==> src/rtl/ffmd_consts.vh <==
// Constants for the freefall/motion event detector.
// Assumes a register access port that gives byte offsets and one-cycle strobes.
// What this block does
// Combine bit clear: all enabled axes low (AND); set: any enabled axis high (OR).
// All three axis enables zero makes the detector inactive.
// Low means magnitude at or below threshold; high means strictly above.
// Axis enable set lets that axis raise flags; clear disables that axis.
// Event active asserts only when the debounce counter reaches the count.
// Unlatched, counter mode zero: active clears only once the counter reaches zero.
// Unlatched, counter mode one: active clears at once, counter restarts from zero.
// Unlatched, reading source clears no flag and leaves the counter alone.
// Latched, active holds until source read; read clears flags and counter.
// Latched, axis flags freeze while active is set, until source read.
// Axis flags show instantaneous undebounced high status; latched only while active.
// Config: latch bit 7, combine bit 6, Z/Y/X enables bits 5..3, reset zero.
// Source: active bit 7, bit 6 zero, Z/Y/X high and sign in bits 5..0.
// Axis high and sign flags read zero while that axis enable is clear.
// Sign flag is zero for positive, one for negative acceleration.
// Debounce counter saturates at the programmed count.
// Counter mode zero decrements by one per sample while condition false.
// Counter increments by one per sample while the condition is true.
`ifndef FFMD_CONSTS_VH
`define FFMD_CONSTS_VH
`define FFMD_OFS_CONFIG 8'h15
`define FFMD_OFS_SOURCE 8'h16
`define FFMD_OFS_THRESH 8'h17
`define FFMD_OFS_COUNT 8'h18
`define FFMD_BIT_LATCH 7
`define FFMD_BIT_OR 6
`define FFMD_BIT_ZEN 5
`define FFMD_BIT_YEN 4
`define FFMD_BIT_XEN 3
`define FFMD_BIT_ACTIVE 7
`define FFMD_BIT_CMODE 7
`define FFMD_RST_CONFIG 8'h00
`define FFMD_RST_THRESH 8'h00
`define FFMD_RST_COUNT 8'h00
`define FFMD_ACC_W 14
`endif

==> src/rtl/ffmd_axis.v <==
// One axis comparator: magnitude against the threshold, and sign.
// Assumes a two's complement sample whose top 7 magnitude bits align with the threshold.
`timescale 1ns/1ps
`include "ffmd_consts.vh"
module ffmd_axis (
	input wire [`FFMD_ACC_W-1:0] sample,
	input wire [6:0] threshold,
	output wire is_high,
	output wire is_low,
	output wire is_neg
);
	wire [`FFMD_ACC_W-1:0] mag;
	wire [7:0] mag_top;
	// Magnitude; most negative value saturates to full scale
	assign mag = sample[`FFMD_ACC_W-1] ? (~sample + 14'h0001) : sample;
	assign mag_top = (sample == 14'h2000) ? 8'hFF : {1'b0, mag[`FFMD_ACC_W-2:`FFMD_ACC_W-8]};
	assign is_high = mag_top > {1'b0, threshold};
	assign is_low = ~is_high;
	assign is_neg = sample[`FFMD_ACC_W-1];
endmodule // ffmd_axis

==> src/rtl/ffmd_top.v <==
// Freefall/motion detector with its four registers on the device register port.
// Assumes sample_valid pulses once per output sample; reads and writes are one-cycle strobes.
`timescale 1ns/1ps
`include "ffmd_consts.vh"
module ffmd_top (
	input wire sys_clk,
	input wire reset,
	input wire [7:0] reg_addr,
	input wire reg_wr,
	input wire [7:0] reg_wdata,
	input wire reg_rd,
	output reg [7:0] reg_rdata,
	input wire sample_valid,
	input wire [`FFMD_ACC_W-1:0] accel_x,
	input wire [`FFMD_ACC_W-1:0] accel_y,
	input wire [`FFMD_ACC_W-1:0] accel_z,
	output wire event_active
);
	reg [7:0] config_q;
	reg [7:0] thresh_q;
	reg [7:0] count_q;
	reg [7:0] dbc_q;
	reg [7:0] dbc_d;
	reg active_q;
	reg active_d;
	reg [5:0] flags_q;
	reg [5:0] flags_d;
	wire latch_on_event;
	wire combine_or_mode;
	wire counter_mode;
	wire [2:0] axis_en;
	wire [2:0] hi;
	wire [2:0] lo;
	wire [2:0] neg;
	wire any_en;
	wire cond;
	wire src_read;
	wire [5:0] live_flags;
	wire any_hi;
	wire all_lo;
	wire wr_config;
	wire wr_thresh;
	wire wr_count;
	wire [5:0] flag_mask;
	wire [7:0] source_word;

	// Register write decode; writes to the source or unmapped offsets fall through
	assign wr_config = reg_wr && (reg_addr == `FFMD_OFS_CONFIG);
	assign wr_thresh = reg_wr && (reg_addr == `FFMD_OFS_THRESH);
	assign wr_count = reg_wr && (reg_addr == `FFMD_OFS_COUNT);

	// Per-axis mask, so a disabled axis always reads zero even if frozen set
	assign flag_mask = {axis_en[2], axis_en[2], axis_en[1], axis_en[1], axis_en[0], axis_en[0]};

	// Source word as seen by the host, bit 6 tied low
	assign source_word = {active_q, 1'b0, flags_q & flag_mask};

	assign latch_on_event = config_q[`FFMD_BIT_LATCH];
	assign combine_or_mode = config_q[`FFMD_BIT_OR];
	assign counter_mode = thresh_q[`FFMD_BIT_CMODE];
	assign axis_en = {config_q[`FFMD_BIT_ZEN], config_q[`FFMD_BIT_YEN], config_q[`FFMD_BIT_XEN]};
	assign src_read = reg_rd && (reg_addr == `FFMD_OFS_SOURCE);
	assign event_active = active_q;

	// Comparators, index 0 = X, 1 = Y, 2 = Z
	// Comparators are combinational, so flags follow the inputs between samples
	ffmd_axis u_ax_x (
		.sample(accel_x),
		.threshold(thresh_q[6:0]),
		.is_high(hi[0]),
		.is_low(lo[0]),
		.is_neg(neg[0])
	);

	ffmd_axis u_ax_y (
		.sample(accel_y),
		.threshold(thresh_q[6:0]),
		.is_high(hi[1]),
		.is_low(lo[1]),
		.is_neg(neg[1])
	);

	ffmd_axis u_ax_z (
		.sample(accel_z),
		.threshold(thresh_q[6:0]),
		.is_high(hi[2]),
		.is_low(lo[2]),
		.is_neg(neg[2])
	);

	// Combined condition; disabled axes drop out of both AND and OR
	assign any_en = |axis_en;

	// Motion: any enabled axis above threshold
	assign any_hi = |(hi & axis_en);

	// Freefall: every enabled axis at or below threshold
	assign all_lo = &(lo | ~axis_en);

	// No enabled axis means no condition, in either combine mode
	assign cond = any_en && (combine_or_mode ? any_hi : all_lo);

	// Raw axis flags, zero for disabled axes, sign only with a high event
	assign live_flags = {hi[2] & axis_en[2], hi[2] & neg[2] & axis_en[2],
		hi[1] & axis_en[1], hi[1] & neg[1] & axis_en[1],
		hi[0] & axis_en[0], hi[0] & neg[0] & axis_en[0]};

	// Debounce counter and active flag, stepped once per sample
	always @* begin
		dbc_d = dbc_q;
		active_d = active_q;
		if (sample_valid) begin
			if (cond) begin
				if (dbc_q < count_q)
					dbc_d = dbc_q + 8'h01;
				else
					dbc_d = count_q;
			end else if (counter_mode) begin
				dbc_d = 8'h00;
			end else if (dbc_q != 8'h00) begin
				dbc_d = dbc_q - 8'h01;
			end
			// Latched: stays set; otherwise follows the counter
			if (latch_on_event)
				active_d = active_q | (cond && (dbc_d >= count_q));
			else if (cond && (dbc_d >= count_q))
				active_d = 1'b1;
			else if (counter_mode ? !cond : (dbc_d == 8'h00))
				active_d = 1'b0;
		end
		// Source read clears only in latched mode; a same-cycle sample is lost to the read
		if (src_read && latch_on_event) begin
			dbc_d = 8'h00;
			active_d = 1'b0;
		end
	end

	// Axis flags live, or frozen while latched and active
	always @* begin
		flags_d = flags_q;
		if (!(latch_on_event && active_q))
			flags_d = live_flags;
		if (src_read && latch_on_event && active_q)
			flags_d = 6'h00;
		if (src_read && !latch_on_event)
			flags_d = live_flags;
	end

	// Detector state; reset clears the counter so no stale event survives
	always @(posedge sys_clk) begin
		if (reset) begin
			dbc_q <= 8'h00;
			active_q <= 1'b0;
			flags_q <= 6'h00;
		end else begin
			dbc_q <= dbc_d;
			active_q <= active_d;
			flags_q <= flags_d;
		end
	end

	// Config register; the unused low bits always store zero
	always @(posedge sys_clk) begin
		if (reset) begin
			config_q <= `FFMD_RST_CONFIG;
		end else if (wr_config) begin
			config_q <= {reg_wdata[7:3], 3'b000};
		end
	end

	// Threshold and counter mode share one byte
	// Changing it mid-event takes effect on the next sample, counter untouched
	always @(posedge sys_clk) begin
		if (reset) begin
			thresh_q <= `FFMD_RST_THRESH;
		end else if (wr_thresh) begin
			thresh_q <= reg_wdata;
		end
	end

	// Debounce count; lowering it below the running counter saturates at the next sample with the condition true
	always @(posedge sys_clk) begin
		if (reset) begin
			count_q <= `FFMD_RST_COUNT;
		end else if (wr_count) begin
			count_q <= reg_wdata;
		end
	end

	// Read data registered; source shows the value before any clear
	always @(posedge sys_clk) begin
		if (reset) begin
			reg_rdata <= 8'h00;
		end else if (reg_rd) begin
			case (reg_addr)
				`FFMD_OFS_CONFIG: reg_rdata <= config_q;
				`FFMD_OFS_SOURCE: reg_rdata <= source_word;
				`FFMD_OFS_THRESH: reg_rdata <= thresh_q;
				`FFMD_OFS_COUNT: reg_rdata <= count_q;
				default: reg_rdata <= 8'h00;
			endcase
		end
	end
endmodule // ffmd_top

==> config.mk <==
export PLATFORM = sky130hd
export DESIGN_NAME = ffmd_top
export DESIGN_NICKNAME = d
export VERILOG_FILES = /design/src/rtl/ffmd_axis.v /design/src/rtl/ffmd_top.v
export VERILOG_INCLUDE_DIRS = /design/src /design/src/rtl
export SDC_FILE = /design/constraint.sdc
export NUM_CORES = 1
export LEC_CHECK = 0
export BUFFER_PORTS_ARGS = -buffer_cell sky130_fd_sc_hd__buf_2
export CORE_ASPECT_RATIO = 2
export CORE_MARGIN = 5
export CORE_UTILIZATION = 57
export DETAILED_ROUTE_END_ITERATION = 10
export PLACE_DENSITY = 0.89
export REMOVE_ABC_BUFFERS = 1
export SLEW_MARGIN = 40
export SYNTH_ARGS = -nofsm -noshare
export SYNTH_HDL_FRONTEND = slang
export SYNTH_SLANG_ARGS = --single-unit
==> constraint.sdc <==
create_clock -name sys_clk -period 8.8 [get_ports sys_clk]
set_input_delay 1.32 -clock sys_clk [delete_from_list [all_inputs] [get_ports sys_clk]]
set_output_delay 1.32 -clock sys_clk [all_outputs]
set_load 0.05 [all_outputs]
==> out/metrics.yaml, run 1 <==
worst_hold_path_type: "flop to flop"
core_mm2: 0.00662
synth-seq-area-share: 0.229
ys.flop_type: "dfxtp_1"
rsz0062_at_grt: "no"
ys_ff_latch: 44
finalPower_uw: 635
synthesis.area_per_instance_um2: 7.64
cts_sinks: 44
wl_mm: 11.5
p_per_area_mw_per_mm2: 144
pre_cts_ws_ns: 1.60
path_clk_slew_ns: 0.06
drt_iter0_markers: 267
cts_root_buffer: "clkbuf_16"
layout_setup_ws_ns: 1.87
cts_tree: "built"
place_inst: 640
r2r_cells: 19
clock_latency_ns: 0.30
critPathLaunchType: "input port"
hold_violations: 0
routed-via-count: 4100
numCtsBuffers: 5
clk_path_buf_depth: 2
synth_warnings: 0
fin_crit_ns: 6.93
setup_tns_ns: 0
worstPathRequired_ns: 8.97
cts-resized-gates: 0
crit_type: "input port to flop"
synth_edf_count: 0
grt_max_degree: 37
skew_ns: 0.00691
die-width_um: 68.1
drc: 0
max-cap-violations: 0
antenna_found_initial: 0
area_delta_synth_final_pct: 14.3
cp_max_fo: 10
diodes: 0
dieArea_mm2: 0.00860
slew_violations: 0
num-fill-cells: 586
grt_pass1_vias: 4145
rr_startpoint: "thresh_q[1]"
r2r_end: "event_active"
syn_inst: 504
final_cell_mix: "buf_2 (71), nor2_1 (52), nand2_1 (50)"
die_y_um: 126
io-pin-count: 72
hp-start: "reg_rdata[6]"
postCtsSetupBuffers: 0
cts_max_level: 2
finalCritPeriodShare: 0.788
holdBufCountCts: 0
vias_per_cell: 6.33
leakage_uw: 0.00179
ys_types: 57
reg2reg_slack_ns: 4.16
syn_area_mm2: 0.00385
routedWlPerCell_um: 17.7
synthArstFlopShare: 0
grtUsageTotal: 0.271
tightest_slew_ns: 0.783
grt_pass1_wl_mm: 18.0
fin_hold_ws_ns: 0.480
finalNonFillerCells: 648
cp-end-kind: "flop"
detail-route-antenna-nets: 0
hold_depth: 2
worstPathArrival_ns: 7.10
rows: 42
portBuffers: 71
fmax_ghz: 0.144
status: "finished clean"
slew_headroom: 0.478
drive_gt1_frac: 0.166
gr-total-overflow: 0
layout_commonest_cell: "buf_2"
first_pass_iters: 7
setup_viol: 0
whs_endpoint: "reg_rdata[6]"
ir_drop_v: 0.000111
start_util: 0.582
nets: 661
place_congestion: 0.955
hpwl_mm: 9.15
## how the worst max path moves through the flow
stage	start	end	slack, ns
2_1_floorplan	accel_y[0]	event_active	2.21
3_3_place_gp	accel_y[0]	event_active	1.85
3_5_place_dp	accel_y[0]	event_active	1.60
4_1_cts	accel_y[0]	event_active	1.89
5_1_grt	accel_y[0]	event_active	1.55
6_report	accel_y[0]	event_active	1.87
## critical path, cell delays in order
cell	delay (ns)
buf_2	0.09
or4_4	0.56
or2_1	0.30
or4_1	0.47
o21a_1	0.20
nor2_1	0.08
a31oi_1	0.05
ha_1	0.30
and3_1	0.19
and4_1	0.22
o21bai_1	0.07
o21bai_2	0.19
a222oi_1	0.40
xnor2_1	0.19
nor2_4	0.35
mux2i_1	0.34
and2_1	0.18
ha_1	0.22
nor2_1	0.09
a21oi_1	0.07
o21a_1	0.17
o2111ai_1	0.18
a21oi_1	0.11
or4_1	0.50
mux2i_1	0.14
a31oi_1	0.09
## cell usage after synthesis, types with 3 or more instances
| cell | instances | share of area |
|---|---|---|
| xor2_1 | 10 | 0.023 |
| mux2i_1 | 17 | 0.044 |
| a222oi_1 | 6 | 0.016 |
| ha_1 | 39 | 0.13 |
| dfxtp_1 | 44 | 0.23 |
| or4_1 | 3 | 0.0058 |
| nor2b_1 | 8 | 0.013 |
| o211ai_1 | 5 | 0.0097 |
| nor3_1 | 12 | 0.016 |
| nand2b_1 | 6 | 0.0097 |
| a32oi_1 | 4 | 0.0091 |
| nand2_1 | 50 | 0.049 |
| a211oi_1 | 4 | 0.0078 |
| mux2_4 | 3 | 0.012 |
| nor4_1 | 5 | 0.0081 |
| xnor2_1 | 13 | 0.030 |
| a31oi_1 | 10 | 0.016 |
| clkbuf_1 | 22 | 0.021 |
| and2_1 | 11 | 0.018 |
| a21o_1 | 7 | 0.014 |
| a22oi_1 | 6 | 0.012 |
| o21a_1 | 5 | 0.0097 |
| nor2_1 | 53 | 0.052 |
| o21ai_0 | 17 | 0.022 |
| and3_1 | 8 | 0.013 |
| a21oi_1 | 42 | 0.055 |
| inv_1 | 20 | 0.019 |
| nand3_1 | 26 | 0.034 |
| o31ai_1 | 4 | 0.0078 |
| o21ba_1 | 6 | 0.016 |
| mux2_2 | 3 | 0.0088 |
## through the flow
stage	area (um^2)	utilization
2_1_floorplan	3760	-
3_3_place_gp	4230	0.639
3_5_place_dp	4230	0.639
4_1_cts	4400	0.664
5_1_grt	4400	0.665
6_report	4400	0.665
## routing by layer
layer	track usage	part of all wire
met3	0.0410	0.045
met5	0	0
met4	0.237	0.081
met1	0.225	0.33
met2	0.506	0.54
## power by group
group | switching, uW | leakage (uW) | internal [uW]
clock network | 77.3 | 0.0000808 | 133
registers | 13.4 | 0.000356 | 204
logic | 112 | 0.00135 | 94.1
total | 203 | 0.00179 | 432
## cell type report
class / instances / area, um^2 / share of cell area
multi-input combinational: 416 / 2810 / 0.639
clock buffer: 6 / 129 / 0.0293
sequential: 44 / 881 / 0.200
timing repair buffer: 71 / 355 / 0.0807
tap: 88 / 110 / 0.0250
inverter: 21 / 78.8 / 0.0179
clock inverter: 2 / 35.0 / 0.00796
## kinds of logic after synthesis
logic type,after synthesis,share of synthesized area
adder cells (fa/ha/maj),39,0.127
AND/OR/NAND/NOR,202,0.263
XOR/XNOR,23,0.0523
buffers and inverters,44,0.0429
AO/OA/AOI/OAI,129,0.222
flip-flops,44,0.229
multiplexers,23,0.0647
## state kept, by name, summed over array words and instances, names as in the netlist
name and count:
config_q 5, event_active 1, flags_q 6, thresh_q 8, count_q 8, dbc_q 8, reg_rdata 8
(Power assumes the default switching activity.)
==> inputs of run 2 (changes only) <==
CORE_UTILIZATION = 51   (was 57)
PLACE_DENSITY = 0.84   (was 0.89)
clock period = 5.7 ns   (was 8.8 ns; I/O delays follow)
==> out/metrics.yaml, run 2 (synthesis results as in run 1) <==
finalCritPeriodShare: 1.07
cts_max_level: 2  # unchanged
worstPathArrival_ns: 6.27  # was 7.10 ns
detail-route-antenna-nets: 0  # unchanged
slowest_stage: "or4_4"  # unchanged
p_per_area_mw_per_mm2: 229  # was 144 mW/mm^2
place_congestion: 0.921  # was 0.955
cts_tree: "built"  # unchanged
cp-end-kind: "flop"  # unchanged
slowest_delay_ns: 0.52  # was 0.56 ns
clock_latency_ns: 0.29  # was 0.30 ns
numCtsBuffers: 5  # unchanged
core_mm2: 0.00749  # was 0.00662 mm^2
top_layer_used: "met4"  # unchanged
fmax_ghz: 0.164
leakage_uw: 0.00197  # was 0.00179 uW
portBuffers: 71  # unchanged
drt_iter0_markers: 525  # was 267
holdBufCountCts: 0  # unchanged
final_cell_mix: "buf_2 (69), nor2_1 (50), nand2_1 (50)"  # was buf_2 (71), nor2_1 (52), nand2_1 (50)
hold_violations: 0  # unchanged
critPathLaunchType: "input port"  # unchanged
worst_hold_path_type: "flop to flop"  # unchanged
grtUsageTotal: 0.224  # was 0.271
grt_max_degree: 37  # unchanged
met3_wirelength_um: 825  # was 519 um
nets: 693  # was 661
max-cap-violations: 0  # unchanged
violations: "setup timing"
layout_setup_ws_ns: -0.385  # was 1.87 ns
crit_type: "input port to flop"  # unchanged
die_y_um: 133  # was 126 um
rows: 45  # was 42
routedWlPerCell_um: 16.5  # was 17.7 um
gr-total-overflow: 0  # unchanged
layout_commonest_cell: "buf_2"  # unchanged
rr_startpoint: "thresh_q[1]"  # unchanged
drive_gt1_frac: 0.238  # was 0.166
routed-via-count: 4159  # was 4100
dieArea_mm2: 0.00949  # was 0.00860 mm^2
slew_violations: 0  # unchanged
clk_path_buf_depth: 2  # unchanged
cp_top_family: "simple AND/OR/NAND/NOR gates"  # unchanged
rsz0062_at_grt: "yes"  # was no
antenna_found_initial: 0  # unchanged
diodes: 0  # unchanged
wl_met1_mm: 4.61  # was 3.79 mm
io-pin-count: 72  # unchanged
tightest_slew_ns: 0.714  # was 0.783 ns
finalPower_uw: 1100  # was 635 uW
ir_drop_v: 0.000202  # was 0.000111 V
cp_max_fo: 3  # was 10
drc: 0  # unchanged
fin_crit_ns: 6.09
hp-start: "thresh_q[4]"  # was reg_rdata[6]
path_clk_slew_ns: 0.07  # was 0.06 ns
wl_met2_mm: 5.60  # was 6.23 mm
grt_pass1_vias: 4011  # was 4145
status: "finished, violations left"  # was finished clean
wl_mm: 11.3  # was 11.5 mm
vias_per_cell: 6.06  # was 6.33
setup_viol: 1  # was 0
skew_ns: 0.00356  # was 0.00691 ns
final_core_util: 0.641  # was 0.665
hpwl_mm: 7.93  # was 9.15 mm
slew_headroom: 0.523  # was 0.478
cts_root_buffer: "clkbuf_16"  # unchanged
area_delta_synth_final_pct: 24.6  # was 14.3%
critical_path_buf_inv_count: 1  # unchanged
cp-startpoint: "accel_y[4]"  # was accel_y[0]
grt_pass1_wl_mm: 17.9  # was 18.0 mm
cts_sinks: 44  # unchanged
start_util: 0.514  # was 0.582
worstPathRequired_ns: 5.88  # was 8.97 ns
first_pass_iters: 5  # was 7
die-width_um: 71.4  # was 68.1 um
## run 2: power breakdown
part / internal [uW] / switching (uW) / total [uW]
Sequential: 315 / 20.1 / 335
Combinational: 208 / 213 / 420
Clock: 209 / 134 / 343
## run 2: what timing repair did
action                     in CTS  in global routing
setup buffers                   3                  5
setup endpoints to repair       1                  1
hold endpoints to repair        0                  0
resized for setup               3                 17
pin swaps                       4                 15
## run 2: per-layer routing
metal / vias up / GRT usage
met3: 35 / 0.0319
met4: 0 / 0.0774
li1: 2007 / -
met1: 1940 / 0.291
met5: - / 0
met2: 177 / 0.373
## run 2: final timing paths
| kind | endpoint | slack (ns) | cells after the start |
|---|---|---|---|
| setup reg to reg | event_active | 1.28 | 19 |
| hold / removal | thresh_q[4] | 0.47 | 2 |
| setup / recovery | event_active | -0.39 | 26 |
| hold reg to reg | thresh_q[4] | 0.47 | 2 |
## run 2: final cells by class
type | instances | area, um^2
fill | 593 | 2690
inverter | 21 | 78.8
tap | 94 | 118
clock buffer | 5 | 125
multi-input combinational | 416 | 2920
sequential | 44 | 881
clock inverter | 3 | 46.3
timing repair buffer | 103 | 624
## run 2: tightest hold or removal path, delay by kind of cell (launching register included)
kind / cells / cell delay (ns)
AND/OR/NAND/NOR: 1 / 0.05
flip-flops: 1 / 0.32
AO/OA/AOI/OAI: 1 / 0.05
## run 2: metrics by stage
step	setup TNS [ns]	cells	hold slack [ns]	area (um^2)	setup slack, ns
2_1_floorplan	-0.422	481	0.440	3760	-0.422
3_3_place_gp	-0.473	670	0.461	4420	-0.473
3_5_place_dp	-0.617	670	0.467	4430	-0.617
4_1_cts	-0.312	681	0.476	4630	-0.312
5_1_grt	-0.632	686	0.495	4800	-0.632
6_report	-0.385	686	0.470	4800	-0.385
